$ cat config.mk
export PLATFORM = sky130hd
export DESIGN_NAME = cppc_top
export DESIGN_NICKNAME = d
export VERILOG_FILES = /design/src/logic/cppc_pkg.sv /design/src/logic/cppc_top.sv
export SDC_FILE = /design/constraint.sdc
export NUM_CORES = 1
export LEC_CHECK = 0
export CORE_MARGIN = 5
export CORE_UTILIZATION = 45
export DETAILED_ROUTE_END_ITERATION = 10
export DONT_BUFFER_PORTS = 1
export PLACE_DENSITY = 0.71
export SKIP_CTS_REPAIR_TIMING = 1
export SLEW_MARGIN = 20
export SYNTH_ARGS = -nofsm -noshare
export SYNTH_HDL_FRONTEND = slang
export SYNTH_SLANG_ARGS = --single-unit
$ cat constraint.sdc
create_clock -name CLK -period 13.1 [get_ports CLK]
set_input_delay 1.965 -clock CLK [delete_from_list [all_inputs] [get_ports CLK]]
set_output_delay 1.965 -clock CLK [all_outputs]
set_load 0.005 [all_outputs]
$ cat src/logic/cppc_pkg.sv
/*
 * Constants, register map and types for the charger power path control.
 * Assumes a 40 MHz core clock and an APB master with 32-bit data.
 */
package cppc_pkg;
	localparam int unsigned CLK_HZ         = 40000000;
	localparam int unsigned HOUR_S         = 3600;
	// register byte offsets
	localparam logic [7:0]  OFS_CTRL       = 8'h00;
	localparam logic [7:0]  OFS_LIMITS     = 8'h04;
	localparam logic [7:0]  OFS_VOLTS      = 8'h08;
	localparam logic [7:0]  OFS_STATUS     = 8'h0C;
	localparam logic [7:0]  OFS_IRQ        = 8'h10;
	localparam logic [7:0]  OFS_MASK       = 8'h14;
	// reset values
	localparam logic [3:0]  RST_MODE       = 4'h0;
	localparam logic [2:0]  RST_TIMER      = 3'h3;
	localparam logic [1:0]  RST_TEMP       = 2'h3;
	localparam logic [2:0]  RST_OCP        = 3'h7;
	localparam logic [6:0]  RST_ILIM       = 7'h0F;
	localparam logic [5:0]  RST_CHG        = 6'h0A;
	localparam logic [5:0]  RST_CV         = 6'h18;
	localparam logic [12:0] RST_BYP_MV     = 13'h1388;
	localparam logic [12:0] RST_MINSYS_MV  = 13'h0E10;
	localparam logic [1:0]  RST_MASK       = 2'h0;
	// setting scales
	localparam logic [12:0] OTG_BYP_MV     = 13'h13EC;
	localparam logic [12:0] CV_BASE_MV     = 13'h0E29;
	localparam logic [12:0] CV_STEP_MV     = 13'h0019;
	localparam logic [5:0]  CV_MAX         = 6'h2B;
	localparam logic [12:0] CHG_STEP_MA    = 13'h0032;
	localparam logic [5:0]  CHG_MAX        = 6'h3C;
	localparam logic [6:0]  ILIM_MAX       = 7'h5A;
	localparam logic [12:0] OCP_BASE_MA    = 13'h0BB8;
	localparam logic [12:0] OCP_STEP_MA    = 13'h00FA;
	localparam logic [2:0]  OCP_OFF        = 3'h0;
	localparam logic [12:0] FG_OPEN_MA     = 13'h0028;
	localparam logic [4:0]  TMR_BASE_H     = 5'h04;
	localparam logic [2:0]  TMR_OFF        = 3'h7;
	localparam logic [7:0]  TEMP_70        = 8'h46;
	localparam logic [7:0]  TEMP_85        = 8'h55;
	localparam logic [7:0]  TEMP_100       = 8'h64;
	localparam logic [7:0]  TEMP_115       = 8'h73;

	typedef enum logic [3:0] {
		MD_OFF      = 4'h0,
		MD_BUCK     = 4'h4,
		MD_BUCK_CHG = 4'h5,
		MD_BOOST    = 4'h8,
		MD_OTG_A    = 4'h9,
		MD_OTG_B    = 4'hA
	} cppc_mode_t;

	typedef enum logic [1:0] {
		SW_OPEN    = 2'b00,
		SW_LINEAR  = 2'b01,
		SW_CLOSED  = 2'b10
	} cppc_sw_t;

	typedef enum logic [1:0] {
		CV_OFF     = 2'b00,
		CV_BUCK    = 2'b01,
		CV_BOOST   = 2'b10
	} cppc_conv_t;
endpackage

$ cat src/logic/cppc_top.sv
/*
 * Power path controller: converter mode, bypass and system targets,
 * battery switch, safety timer, thermal foldback, overcurrent, input
 * validation and its interrupt, with an APB register slave.
 * Assumes analog comparators and current sensing arrive as synchronous
 * digital inputs and the regulation loops act on the targets driven here.
 */
`timescale 1ns/100ps
module cppc_top
	import cppc_pkg::*;
#(
	parameter logic [37:0] HOUR_CYCLES = 38'(longint'(HOUR_S) * longint'(CLK_HZ))
) (
	// clock and reset
	input  wire logic        CLK,
	input  wire logic        RESETN,
	// apb slave
	input  wire logic        PSEL,
	input  wire logic        PENABLE,
	input  wire logic        PWRITE,
	input  wire logic [7:0]  PADDR,
	input  wire logic [31:0] PWDATA,
	output logic      [31:0] PRDATA,
	output logic             PREADY,
	output logic             PSLVERR,
	// analog status
	input  wire logic        IN_ABOVE_UVLO,
	input  wire logic        IN_BELOW_OVLO,
	input  wire logic        IN_ABOVE_SYS,
	input  wire logic        IN_DROPOUT,
	input  wire logic        BATTERY_NODE_DET_LOW,
	input  wire logic        BATTERY_NODE_BELOW_MINSYS,
	input  wire logic        CHARGE_DONE,
	input  wire logic [12:0] BATTERY_NODE_CURRENT_MA,
	input  wire logic [12:0] LOAD_CURRENT_MA,
	input  wire logic [7:0]  DIE_TEMP_C,
	input  wire logic        FG_SAMPLE,
	input  wire logic        FG_CONTINUOUS,
	// power path controls
	output logic      [1:0]  CONVERTER_STATE,
	output logic      [12:0] BYP_TARGET_MV,
	output logic             BYP_FOLLOW_INPUT,
	output logic             BYP_TIE_SYS,
	output logic      [12:0] SYS_TARGET_MV,
	output logic      [1:0]  BATTERY_SWITCH,
	output logic      [12:0] CHARGE_TARGET_MA,
	output logic      [12:0] INPUT_LIMIT_MA,
	output logic      [7:0]  FOLDBACK_TEMP_C,
	// interrupt pin, open drain
	output logic             INTERRUPT_OUT_N,
	output logic             INTERRUPT_OE
);
	// control registers
	logic [3:0]  mode_reg;
	logic        dpd_reg;
	logic [2:0]  tmr_sel_reg;
	logic [1:0]  temp_sel_reg;
	logic [2:0]  ocp_sel_reg;
	logic [6:0]  ilim_reg;
	logic [5:0]  chg_reg;
	logic [5:0]  cv_reg;
	logic [12:0] byp_mv_reg;
	logic [12:0] minsys_reg;
	logic [1:0]  irq_reg;
	logic [1:0]  mask_reg;
	// internal state
	logic        valid_reg;
	logic [37:0] tick_reg;
	logic [4:0]  hours_reg;
	logic        tfault_reg;
	logic [12:0] backoff_reg;
	logic        ocp_prev_reg;
	cppc_mode_t  mode;

	// bus decode
	wire         setup   = PSEL & ~PENABLE;
	wire         wr      = PSEL & PENABLE & PREADY & PWRITE;
	wire         hit     = (PADDR == OFS_CTRL) | (PADDR == OFS_LIMITS) |
	                       (PADDR == OFS_VOLTS) | (PADDR == OFS_STATUS) |
	                       (PADDR == OFS_IRQ) | (PADDR == OFS_MASK);
	wire         wr_ctrl = wr & (PADDR == OFS_CTRL);
	wire         wr_lim  = wr & (PADDR == OFS_LIMITS);
	wire         wr_volt = wr & (PADDR == OFS_VOLTS);
	wire         wr_irq  = wr & (PADDR == OFS_IRQ);
	wire         wr_mask = wr & (PADDR == OFS_MASK);

	// input qualification and presence
	wire         valid   = IN_ABOVE_UVLO & IN_BELOW_OVLO & IN_ABOVE_SYS;
	wire [2:0]   details = {IN_ABOVE_SYS, IN_BELOW_OVLO, IN_ABOVE_UVLO};
	wire         present = BATTERY_NODE_DET_LOW;
	// unknown mode codes are treated as converter off
	assign mode = cppc_mode_t'(mode_reg);
	wire         is_boost = (mode == MD_BOOST) | (mode == MD_OTG_A) | (mode == MD_OTG_B);
	wire         is_off   = ~is_boost & (mode != MD_BUCK) & (mode != MD_BUCK_CHG);
	wire         charging = (mode == MD_BUCK_CHG) & valid & present &
	                        ~tfault_reg & ~CHARGE_DONE;

	// safety timer limit in hours
	wire [4:0]   tmr_lim  = TMR_BASE_H + {1'b0, tmr_sel_reg, 1'b0};
	wire         tmr_on   = (tmr_sel_reg != TMR_OFF);
	wire         hour_end = (tick_reg == HOUR_CYCLES - 38'h1);

	// die temperature threshold select
	function automatic logic [7:0] temp_thr(input logic [1:0] sel);
		unique case (sel)
			2'h0: temp_thr = TEMP_70;
			2'h1: temp_thr = TEMP_85;
			2'h2: temp_thr = TEMP_100;
			2'h3: temp_thr = TEMP_115;
		endcase
	endfunction
	wire [7:0]   thr      = temp_thr(temp_sel_reg);
	wire         foldback = DIE_TEMP_C >= thr;

	// overcurrent compare
	wire [12:0]  ocp_ma   = OCP_BASE_MA + 13'(OCP_STEP_MA * 13'(ocp_sel_reg - 3'h1));
	wire         ocp_hit  = (ocp_sel_reg != OCP_OFF) & (BATTERY_NODE_CURRENT_MA > ocp_ma);

	// input budget: bypass and system first, battery gets the rest
	wire [12:0]  ilim_ma  = 13'((20'(ilim_reg) * 20'd100) / 20'd3);
	wire         supplement = LOAD_CURRENT_MA > ilim_ma;
	wire [12:0]  headroom = supplement ? 13'h0 : ilim_ma - LOAD_CURRENT_MA;
	wire [12:0]  chg_set  = 13'(CHG_STEP_MA * 13'(chg_reg));
	wire [12:0]  chg_fb   = foldback ? (chg_set >> 1) : chg_set;
	wire [12:0]  chg_drop = (backoff_reg >= chg_fb) ? 13'h0 : chg_fb - backoff_reg;
	wire [12:0]  chg_min  = (chg_drop < headroom) ? chg_drop : headroom;

	// dropout backoff walks the charge current down and back up
	wire [12:0]  backoff_next = IN_DROPOUT ?
	                            ((backoff_reg >= chg_fb) ? backoff_reg : backoff_reg + 13'h1) :
	                            ((backoff_reg == 13'h0) ? 13'h0 : backoff_reg - 13'h1);

	// battery switch selection
	cppc_sw_t    sw_next;
	always_comb begin
		if (dpd_reg)
			sw_next = SW_OPEN;
		else if (is_boost)
			sw_next = SW_CLOSED;
		else if (supplement & ~is_off)
			sw_next = (FG_CONTINUOUS & (BATTERY_NODE_CURRENT_MA < FG_OPEN_MA)) ? SW_OPEN :
			          (FG_SAMPLE | FG_CONTINUOUS) ? SW_CLOSED : SW_OPEN;
		else if (charging)
			sw_next = BATTERY_NODE_BELOW_MINSYS ? SW_LINEAR : SW_CLOSED;
		else if (is_off)
			sw_next = SW_CLOSED;
		else
			sw_next = SW_OPEN;
	end

	// bypass and system targets
	wire [12:0]  cv_mv    = CV_BASE_MV + 13'(CV_STEP_MV * 13'(cv_reg));
	wire [12:0]  byp_next = (mode == MD_BOOST) ? byp_mv_reg :
	                        is_boost ? OTG_BYP_MV : 13'h0;
	wire         follow_next = ~is_boost & valid;
	wire         tie_next    = is_off & ~valid;
	wire [12:0]  sys_next    = (is_boost | is_off) ? 13'h0 :
	                           charging ? minsys_reg : cv_mv;
	wire [1:0]   conv_next   = is_boost ? CV_BOOST : is_off ? CV_OFF : CV_BUCK;

	// interrupt sources, set wins over a same-cycle clear
	wire [1:0]   irq_set  = {ocp_hit & ~ocp_prev_reg, valid != valid_reg};
	wire [1:0]   irq_clr  = wr_irq ? PWDATA[1:0] : 2'h0;
	wire [1:0]   irq_next = irq_set | (irq_reg & ~irq_clr);
	// pin uses the mask being written, so pin and pending bits never disagree
	wire [1:0]   mask_next = wr_mask ? PWDATA[1:0] : mask_reg;
	wire         int_next = |(irq_next & ~mask_next);

	// read mux
	wire [31:0]  rd_status = {21'h0, BATTERY_SWITCH, foldback, supplement, tfault_reg,
	                          charging, present, details, valid};
	wire [31:0]  rd_data =
		(PADDR == OFS_CTRL)   ? {13'h0, ocp_sel_reg, 2'h0, temp_sel_reg, 1'b0,
		                         tmr_sel_reg, 3'h0, dpd_reg, mode_reg} :
		(PADDR == OFS_LIMITS) ? {10'h0, cv_reg, 2'h0, chg_reg, 1'b0, ilim_reg} :
		(PADDR == OFS_VOLTS)  ? {3'h0, minsys_reg, 3'h0, byp_mv_reg} :
		(PADDR == OFS_STATUS) ? rd_status :
		(PADDR == OFS_IRQ)    ? {30'h0, irq_reg} :
		(PADDR == OFS_MASK)   ? {30'h0, mask_reg} : 32'h0;

	// apb answer: ready in the access cycle, data caught at setup
	always_ff @(posedge CLK or negedge RESETN) begin
		if (!RESETN) begin
			PREADY  <= 1'b0;
			PRDATA  <= 32'h0;
			PSLVERR <= 1'b0;
		end else begin
			PREADY  <= setup;
			PRDATA  <= setup ? rd_data : PRDATA;
			PSLVERR <= setup & ~hit;
		end
	end

	// software writable settings, limit values over range saturate
	always_ff @(posedge CLK or negedge RESETN) begin
		if (!RESETN) begin
			mode_reg     <= RST_MODE;
			dpd_reg      <= 1'b0;
			tmr_sel_reg  <= RST_TIMER;
			temp_sel_reg <= RST_TEMP;
			ocp_sel_reg  <= RST_OCP;
		end else if (wr_ctrl) begin
			mode_reg     <= PWDATA[3:0];
			dpd_reg      <= PWDATA[4];
			tmr_sel_reg  <= PWDATA[10:8];
			temp_sel_reg <= PWDATA[13:12];
			ocp_sel_reg  <= PWDATA[18:16];
		end
	end

	always_ff @(posedge CLK or negedge RESETN) begin
		if (!RESETN) begin
			ilim_reg   <= RST_ILIM;
			chg_reg    <= RST_CHG;
			cv_reg     <= RST_CV;
			byp_mv_reg <= RST_BYP_MV;
			minsys_reg <= RST_MINSYS_MV;
		end else begin
			if (wr_lim) begin
				ilim_reg <= (PWDATA[6:0] > ILIM_MAX) ? ILIM_MAX : PWDATA[6:0];
				chg_reg  <= (PWDATA[13:8] > CHG_MAX) ? CHG_MAX : PWDATA[13:8];
				cv_reg   <= (PWDATA[21:16] > CV_MAX) ? CV_MAX : PWDATA[21:16];
			end
			if (wr_volt) begin
				byp_mv_reg <= PWDATA[12:0];
				minsys_reg <= PWDATA[28:16];
			end
		end
	end

	// interrupt state and pin
	always_ff @(posedge CLK or negedge RESETN) begin
		if (!RESETN) begin
			irq_reg         <= 2'h0;
			mask_reg        <= RST_MASK;
			valid_reg       <= 1'b0;
			ocp_prev_reg    <= 1'b0;
			INTERRUPT_OUT_N <= 1'b1;
			INTERRUPT_OE    <= 1'b0;
		end else begin
			irq_reg         <= irq_next;
			mask_reg        <= mask_next;
			valid_reg       <= valid;
			ocp_prev_reg    <= ocp_hit;
			INTERRUPT_OUT_N <= ~int_next;
			INTERRUPT_OE    <= int_next;
		end
	end

	// safety timer; fault holds until charge mode or input drops
	always_ff @(posedge CLK or negedge RESETN) begin
		if (!RESETN) begin
			tick_reg   <= 38'h0;
			hours_reg  <= 5'h0;
			tfault_reg <= 1'b0;
		end else if ((mode != MD_BUCK_CHG) | ~valid) begin
			tick_reg   <= 38'h0;
			hours_reg  <= 5'h0;
			tfault_reg <= 1'b0;
		end else if (charging & tmr_on) begin
			tick_reg   <= hour_end ? 38'h0 : tick_reg + 38'h1;
			hours_reg  <= hour_end ? hours_reg + 5'h1 : hours_reg;
			tfault_reg <= hour_end & (hours_reg + 5'h1 >= tmr_lim);
		end
	end

	// registered power path outputs
	always_ff @(posedge CLK or negedge RESETN) begin
		if (!RESETN) begin
			backoff_reg      <= 13'h0;
			CONVERTER_STATE  <= CV_OFF;
			BYP_TARGET_MV    <= 13'h0;
			BYP_FOLLOW_INPUT <= 1'b0;
			BYP_TIE_SYS      <= 1'b0;
			SYS_TARGET_MV    <= 13'h0;
			BATTERY_SWITCH   <= SW_OPEN;
			CHARGE_TARGET_MA <= 13'h0;
			INPUT_LIMIT_MA   <= 13'h0;
			FOLDBACK_TEMP_C  <= 8'h0;
		end else begin
			backoff_reg      <= backoff_next;
			CONVERTER_STATE  <= conv_next;
			BYP_TARGET_MV    <= byp_next;
			BYP_FOLLOW_INPUT <= follow_next;
			BYP_TIE_SYS      <= tie_next;
			SYS_TARGET_MV    <= sys_next;
			BATTERY_SWITCH   <= sw_next;
			CHARGE_TARGET_MA <= charging ? chg_min : 13'h0;
			INPUT_LIMIT_MA   <= ilim_ma;
			FOLDBACK_TEMP_C  <= thr;
		end
	end
endmodule

Yosys cells after proc, flatten, opt, wreduce, memory -nomap -nowiden
Cells that the tools add are included.
{ "word_totals": {"reg_bits": 223, "elab_cells": 175} }
{ "classes": {"add_sub_neg": 10, "div_mod_pow": 1, "bitwise_logic": 50, "multipliers": 4, "reduce_logical": 8, "n_eq_ne": 18, "n_lt_le_gt_ge": 10, "muxes": 42} }
{ "op_table": {"columns": ["cell", "count"], "rows": [
  ["13-bit 2-to-1 mux", 11],
  ["38-bit 2-to-1 mux", 3],
  ["29-bit 2-to-1 mux", 3],
  ["38-bit by 1-bit adder with 38-bit output (second input constant)", 1],
  ["38-bit equality test (second input constant)", 1],
  ["8-bit one-hot mux with 4 select lines", 1],
  ["1-bit bitwise AND", 26],
  ["13-bit > comparator", 2],
  ["2-bit 2-to-1 mux", 13],
  ["5-bit by 6-bit multiplier with 11-bit output (first input constant)", 2],
  ["14-bit by 2-bit divider with 20-bit output (second input constant)", 1],
  ["8-bit by 4-bit equality test with 1-bit output (second input constant)", 2],
  ["8-bit by 5-bit equality test with 1-bit output (second input constant)", 2],
  ["5-bit 2-to-1 mux", 3],
  ["12-bit by 11-bit adder with 13-bit output (first input constant)", 1],
  ["12-bit by 13-bit adder with 13-bit output (first input constant)", 1],
  ["13-bit by 1-bit adder with 13-bit output (second input constant)", 1],
  ["13-bit by 12-bit >= comparator with 1-bit output", 1],
  ["13-bit zero test", 1],
  ["13-bit less-than comparator", 1],
  ["13-bit by 6-bit less-than comparator with 1-bit output (second input constant)", 1],
  ["7-bit by 13-bit multiplier with 12-bit output (first input constant)", 1],
  ["12-bit by 13-bit subtractor with 13-bit output", 1],
  ["13-bit by 1-bit subtractor with 13-bit output (second input constant)", 1],
  ["34 further kinds", 62]
]} }

Longest topological paths before layout
{ "logic_depth": {"depth_word": 11, "ltp_mapped": 67, "ltp_nobuf": 62} }

Least setup slack after synthesis
No wires, ideal clock.
{ "synth_timing": {"kind": "flip-flop to flip-flop", "start": "register ilim_reg[2]", "end": "register CHARGE_TARGET_MA[10]", "path_slack_ps": -179, "path_stages_with_launch": 64, "t_required_ps": 13028, "arrival_ps": 13207, "cell_sequence": "dfstp_2 clkbuf_1 inv_1 ha_1 ha_1 ha_1 fa_1 xor2_2 or4_4 a221oi_4 a21oi_2 o22ai_4 mux2_4 a211oi_4 a221o_1 o211a_1 a211oi_4 or4_4 [28 not listed] o21ai_0 nand2_1 clkbuf_1 nand2_1 ha_1 a21oi_1 nor2b_1 o21ai_0 nand2b_1 a21oi_1 nor2b_1 o21ai_0 nand2b_1 a21oi_1 o31ai_1 clkbuf_1 mux2_2 nor2_1"} }
{ "synth_via": {"elab_chain_len": 7} }
{ "synth_lines": {"columns": ["item", "line", "rtl"], "rows": [
  ["start, declared", "cppc_top.sv:59", "logic [6:0] ilim_reg;"],
  ["start signal, assigned", "cppc_top.sv:220", "ilim_reg <= (PWDATA[6:0] > ILIM_MAX) ? ILIM_MAX : PWDATA[6:0];"],
  ["7-bit by 5-bit multiplier with 12-bit output (*)", "cppc_top.sv:120", "wire [12:0] ilim_ma = 13'((20'(ilim_reg) * 20'd100) / 20'd3);"],
  ["14-bit by 2-bit divider with 20-bit output (*)", "cppc_top.sv:120", null],
  ["via ilim_ma[11]", "cppc_top.sv:120", null],
  ["13-bit subtractor / 13-bit > comparator (equally long branches)", "cppc_top.sv:122, cppc_top.sv:121", null],
  ["13-bit 2-to-1 mux (*)", "cppc_top.sv:122", "wire [12:0] headroom = supplement ? 13'h0 : ilim_ma - LOAD_CURRENT_MA;"],
  ["13-bit less-than comparator", "cppc_top.sv:126", "wire [12:0] chg_min = (chg_drop < headroom) ? chg_drop : headroom;"],
  ["13-bit 2-to-1 mux (*)", "cppc_top.sv:126", null],
  ["13-bit 2-to-1 mux (*)", "cppc_top.sv:288", "CHARGE_TARGET_MA <= charging ? chg_min : 13'h0;"],
  ["end signal, assigned", "cppc_top.sv:288", null],
  ["end, declared", "cppc_top.sv:46", "output logic [12:0] CHARGE_TARGET_MA,"]
]} }
Mark *: on every way through the listed nets, which the timed path passes. The rest lies on a longest branch.
A chain may end at the register's enable or synchronous reset.

Final worst setup path
{ "layout_timing": {"start": "register ilim_reg[2]", "end": "register CHARGE_TARGET_MA[1]"} }
Same word-level chain as after synthesis.

==> run summary <==
critical path startpoint -> ilim_reg[2]
area leader, netlist -> dfrtp_1
Placer Congestion -> 0.915
max_slew headroom -> 0.291
# nets final -> 1993
max reg flops -> 38
drt drc -> 0
most common cell after layout, fill and taps aside -> dfrtp_1
WHS -> 476 ps
htree depth -> 1
Mapped Area -> 0.0155 mm2
crit path kind -> flop to flop
starting density of the core -> 0.453
Hold WC Path Type -> flop to flop
final worst slack -> 536 ps
total CTS buffers -> 25
routed vias/inst -> 5.75
# IOs -> 190
WL met3 -> 2.79 mm
Max Used Layer -> met5
Final Max Slew Viols -> 0
Finish-stage setup viols -> 0
most frequent cells in the layout -> 190 x dfrtp_1, 174 x nand2_1, 147 x ha_1
GRT Total Usage -> 0.210
clk sink count -> 215
Post-synth ARST share -> 1.00
Critical-path top delay cell -> dfstp_2
DR WL met2 -> 19.3 mm
fmax -> 79.6 MHz
largest net degree at the start of global routing -> 216
DP Wirelength -> 31.1 mm
DRT antenna net count -> 0
sequential-to-total area share from yosys stat -> 0.349
I/O Buffers -> 0
syn avg cell area -> 9.16 um2
Ys Warns -> 0
PD cells -> 105 mW/mm2
Worst EP required -> 13540 ps
Critical Path Max Stage Delay -> 620 ps
DRT Pass-1 Iters -> 7
routed length per instance -> 18.8 um
Die ar. -> 0.0383 mm2
Root Buffer -> clkbuf_16
final WL -> 41.7 mm
row count -> 68
setup_tns -> 0 ps
diodes inserted -> 0
ratio of cells with drive above 1 in the final layout -> 0.175
first-pass GRT wire length -> 66.5 mm
Main synth FF type -> dfrtp_1
Die Span Y -> 196 um
Slew @ Worst Pin -> 1060 ps
Syn-to-layout area delta -> 12.6%
Vias -> 12800
library cells used by synthesis -> 114
CTS tree -> yes
Worst R2R Start -> ilim_reg[2]
cell repeated most along the worst path -> o21ai_1
crit path max fanout -> 6
Max-Cap Viols -> 0
CP endpoint kind -> flop
Post-Route Skew -> 16.7 ps
Area contributors post-synth -> dfrtp_1 31%, ha_1 12%, mux2_2 4.6%
core area -> 0.0343 mm2
Crit path max-delay family -> compound AO/OA/AOI/OAI gates
status -> completed
Reg clk slew, reported paths -> 60 ps
M1 WL -> 18.6 mm
crit share post-route -> 0.959
peak supply drop -> 0.0000989 V
Post-synth EDFFs -> 0
number of global-route vias before repair -> 12500
Place WS -> -8.55 ps
Overflow after GRT -> 0
CP arrival -> 13000 ps
#FFs+latches synth -> 215
P_leak -> 8.19 nW
Fin. Hold Viols -> 0
Clock Latency Late Sink -> 540 ps
post-synth top area share -> 0.306
worst path buffer plus inverter count -> 4
Tmin final -> 12560 ps
initial antenna violation count -> 1
Max Buffers Root-to-Sink -> 3
post-synthesis instance total -> 1695
Critical Path Start Type -> flop
worst min-delay path startpoint -> dpd_reg
Initial DRC Count -> 804
Horiz. Die Dim -> 196 um
## Yosys cell counts (7+ instances only)
cell type	n
a21oi_1	107
mux2_2	63
mux2i_1	17
a21o_1	11
o211ai_1	9
nor2_1	128
nand3_1	51
buf_4	9
dfrtp_1	190
a211oi_1	15
nor4_1	11
or2_2	9
inv_1	117
clkbuf_1	46
xor2_1	32
dfstp_2	25
ha_1	152
nand4_1	26
a31oi_1	12
o21ai_0	92
a22o_1	7
and2_1	16
a21boi_0	7
o31ai_1	20
nand2b_1	24
nor2b_1	16
and3_1	11
or3_1	17
xnor2_1	40
o21bai_1	14
nand3b_1	10
o21a_1	10
nor3_1	35
nand2_1	177
## where the power goes
part           total [W]  switching, W  internal (W)
sequential      0.000716     0.0000302      0.000686
combinational   0.000428      0.000225      0.000202
clock           0.000691      0.000290      0.000402
total            0.00183      0.000545       0.00129
## layout make-up
cell class	instances	area [um2]
Clock buffer	37	721
Clock inverter	8	85.1
Timing Repair Buffer	81	628
Multi-Input combinational cell	1302	9610
Inverter	122	458
Tap cell	455	569
Fill cell	3079	16800
Sequential cell	215	5410
## worst reg2reg max path: cells and delay by family (launching register included)
| kind | cells | cell delay [ps] |
|---|---|---|
| AOI/OAI and AO/OA | 27 | 4870 |
| xor gates and xnor gates | 2 | 230 |
| adders and majority gates | 8 | 2110 |
| buffers and inverters | 4 | 510 |
| DFF | 1 | 620 |
| muxes | 4 | 1070 |
| and+or+nand+nor | 17 | 3010 |
## routing by layer
layer	vias to the layer above	GRT usage
met5	-	0
met4	2	0.0572
met3	66	0.0378
met2	349	0.339
met1	6194	0.291
li1	6164	-
## logic make-up after synthesis
group           Yosys count  share of synthesized area
xor+xnor                 73                     0.0417
fa+ha+maj               160                      0.132
flops                   215                      0.349
mux                      87                     0.0658
other cells               2                   0.000484
simple gates            575                      0.184
compound gates          398                      0.180
buf+inv                 185                     0.0484
## per-stage QoR
step / utilization / instances / cell area (um2) / power [W]
floorplan: - / 1702 / 15600 / 0.00101
global placement: 0.477 / 2159 / 16300 / 0.00111
detailed placement: 0.477 / 2159 / 16300 / 0.00112
CTS: 0.500 / 2204 / 17100 / 0.00182
global route: 0.510 / 2220 / 17500 / 0.00193
finish: 0.510 / 2220 / 17500 / 0.00183
## worst paths after layout
kind / to / slack, ps / cells after the start
hold reg to reg: BATTERY_SWITCH[1] / 480 / 1
max in group asynchronous: ocp_sel_reg[2] / 11650 / 0
setup reg to reg: CHARGE_TARGET_MA[1] / 540 / 62
setup / recovery: CHARGE_TARGET_MA[1] / 540 / 62
min in group asynchronous: BYP_TARGET_MV[8] / 1130 / 0
hold / removal: BATTERY_SWITCH[1] / 480 / 1
No activity file was read; power rests on OpenSTA's default activity.
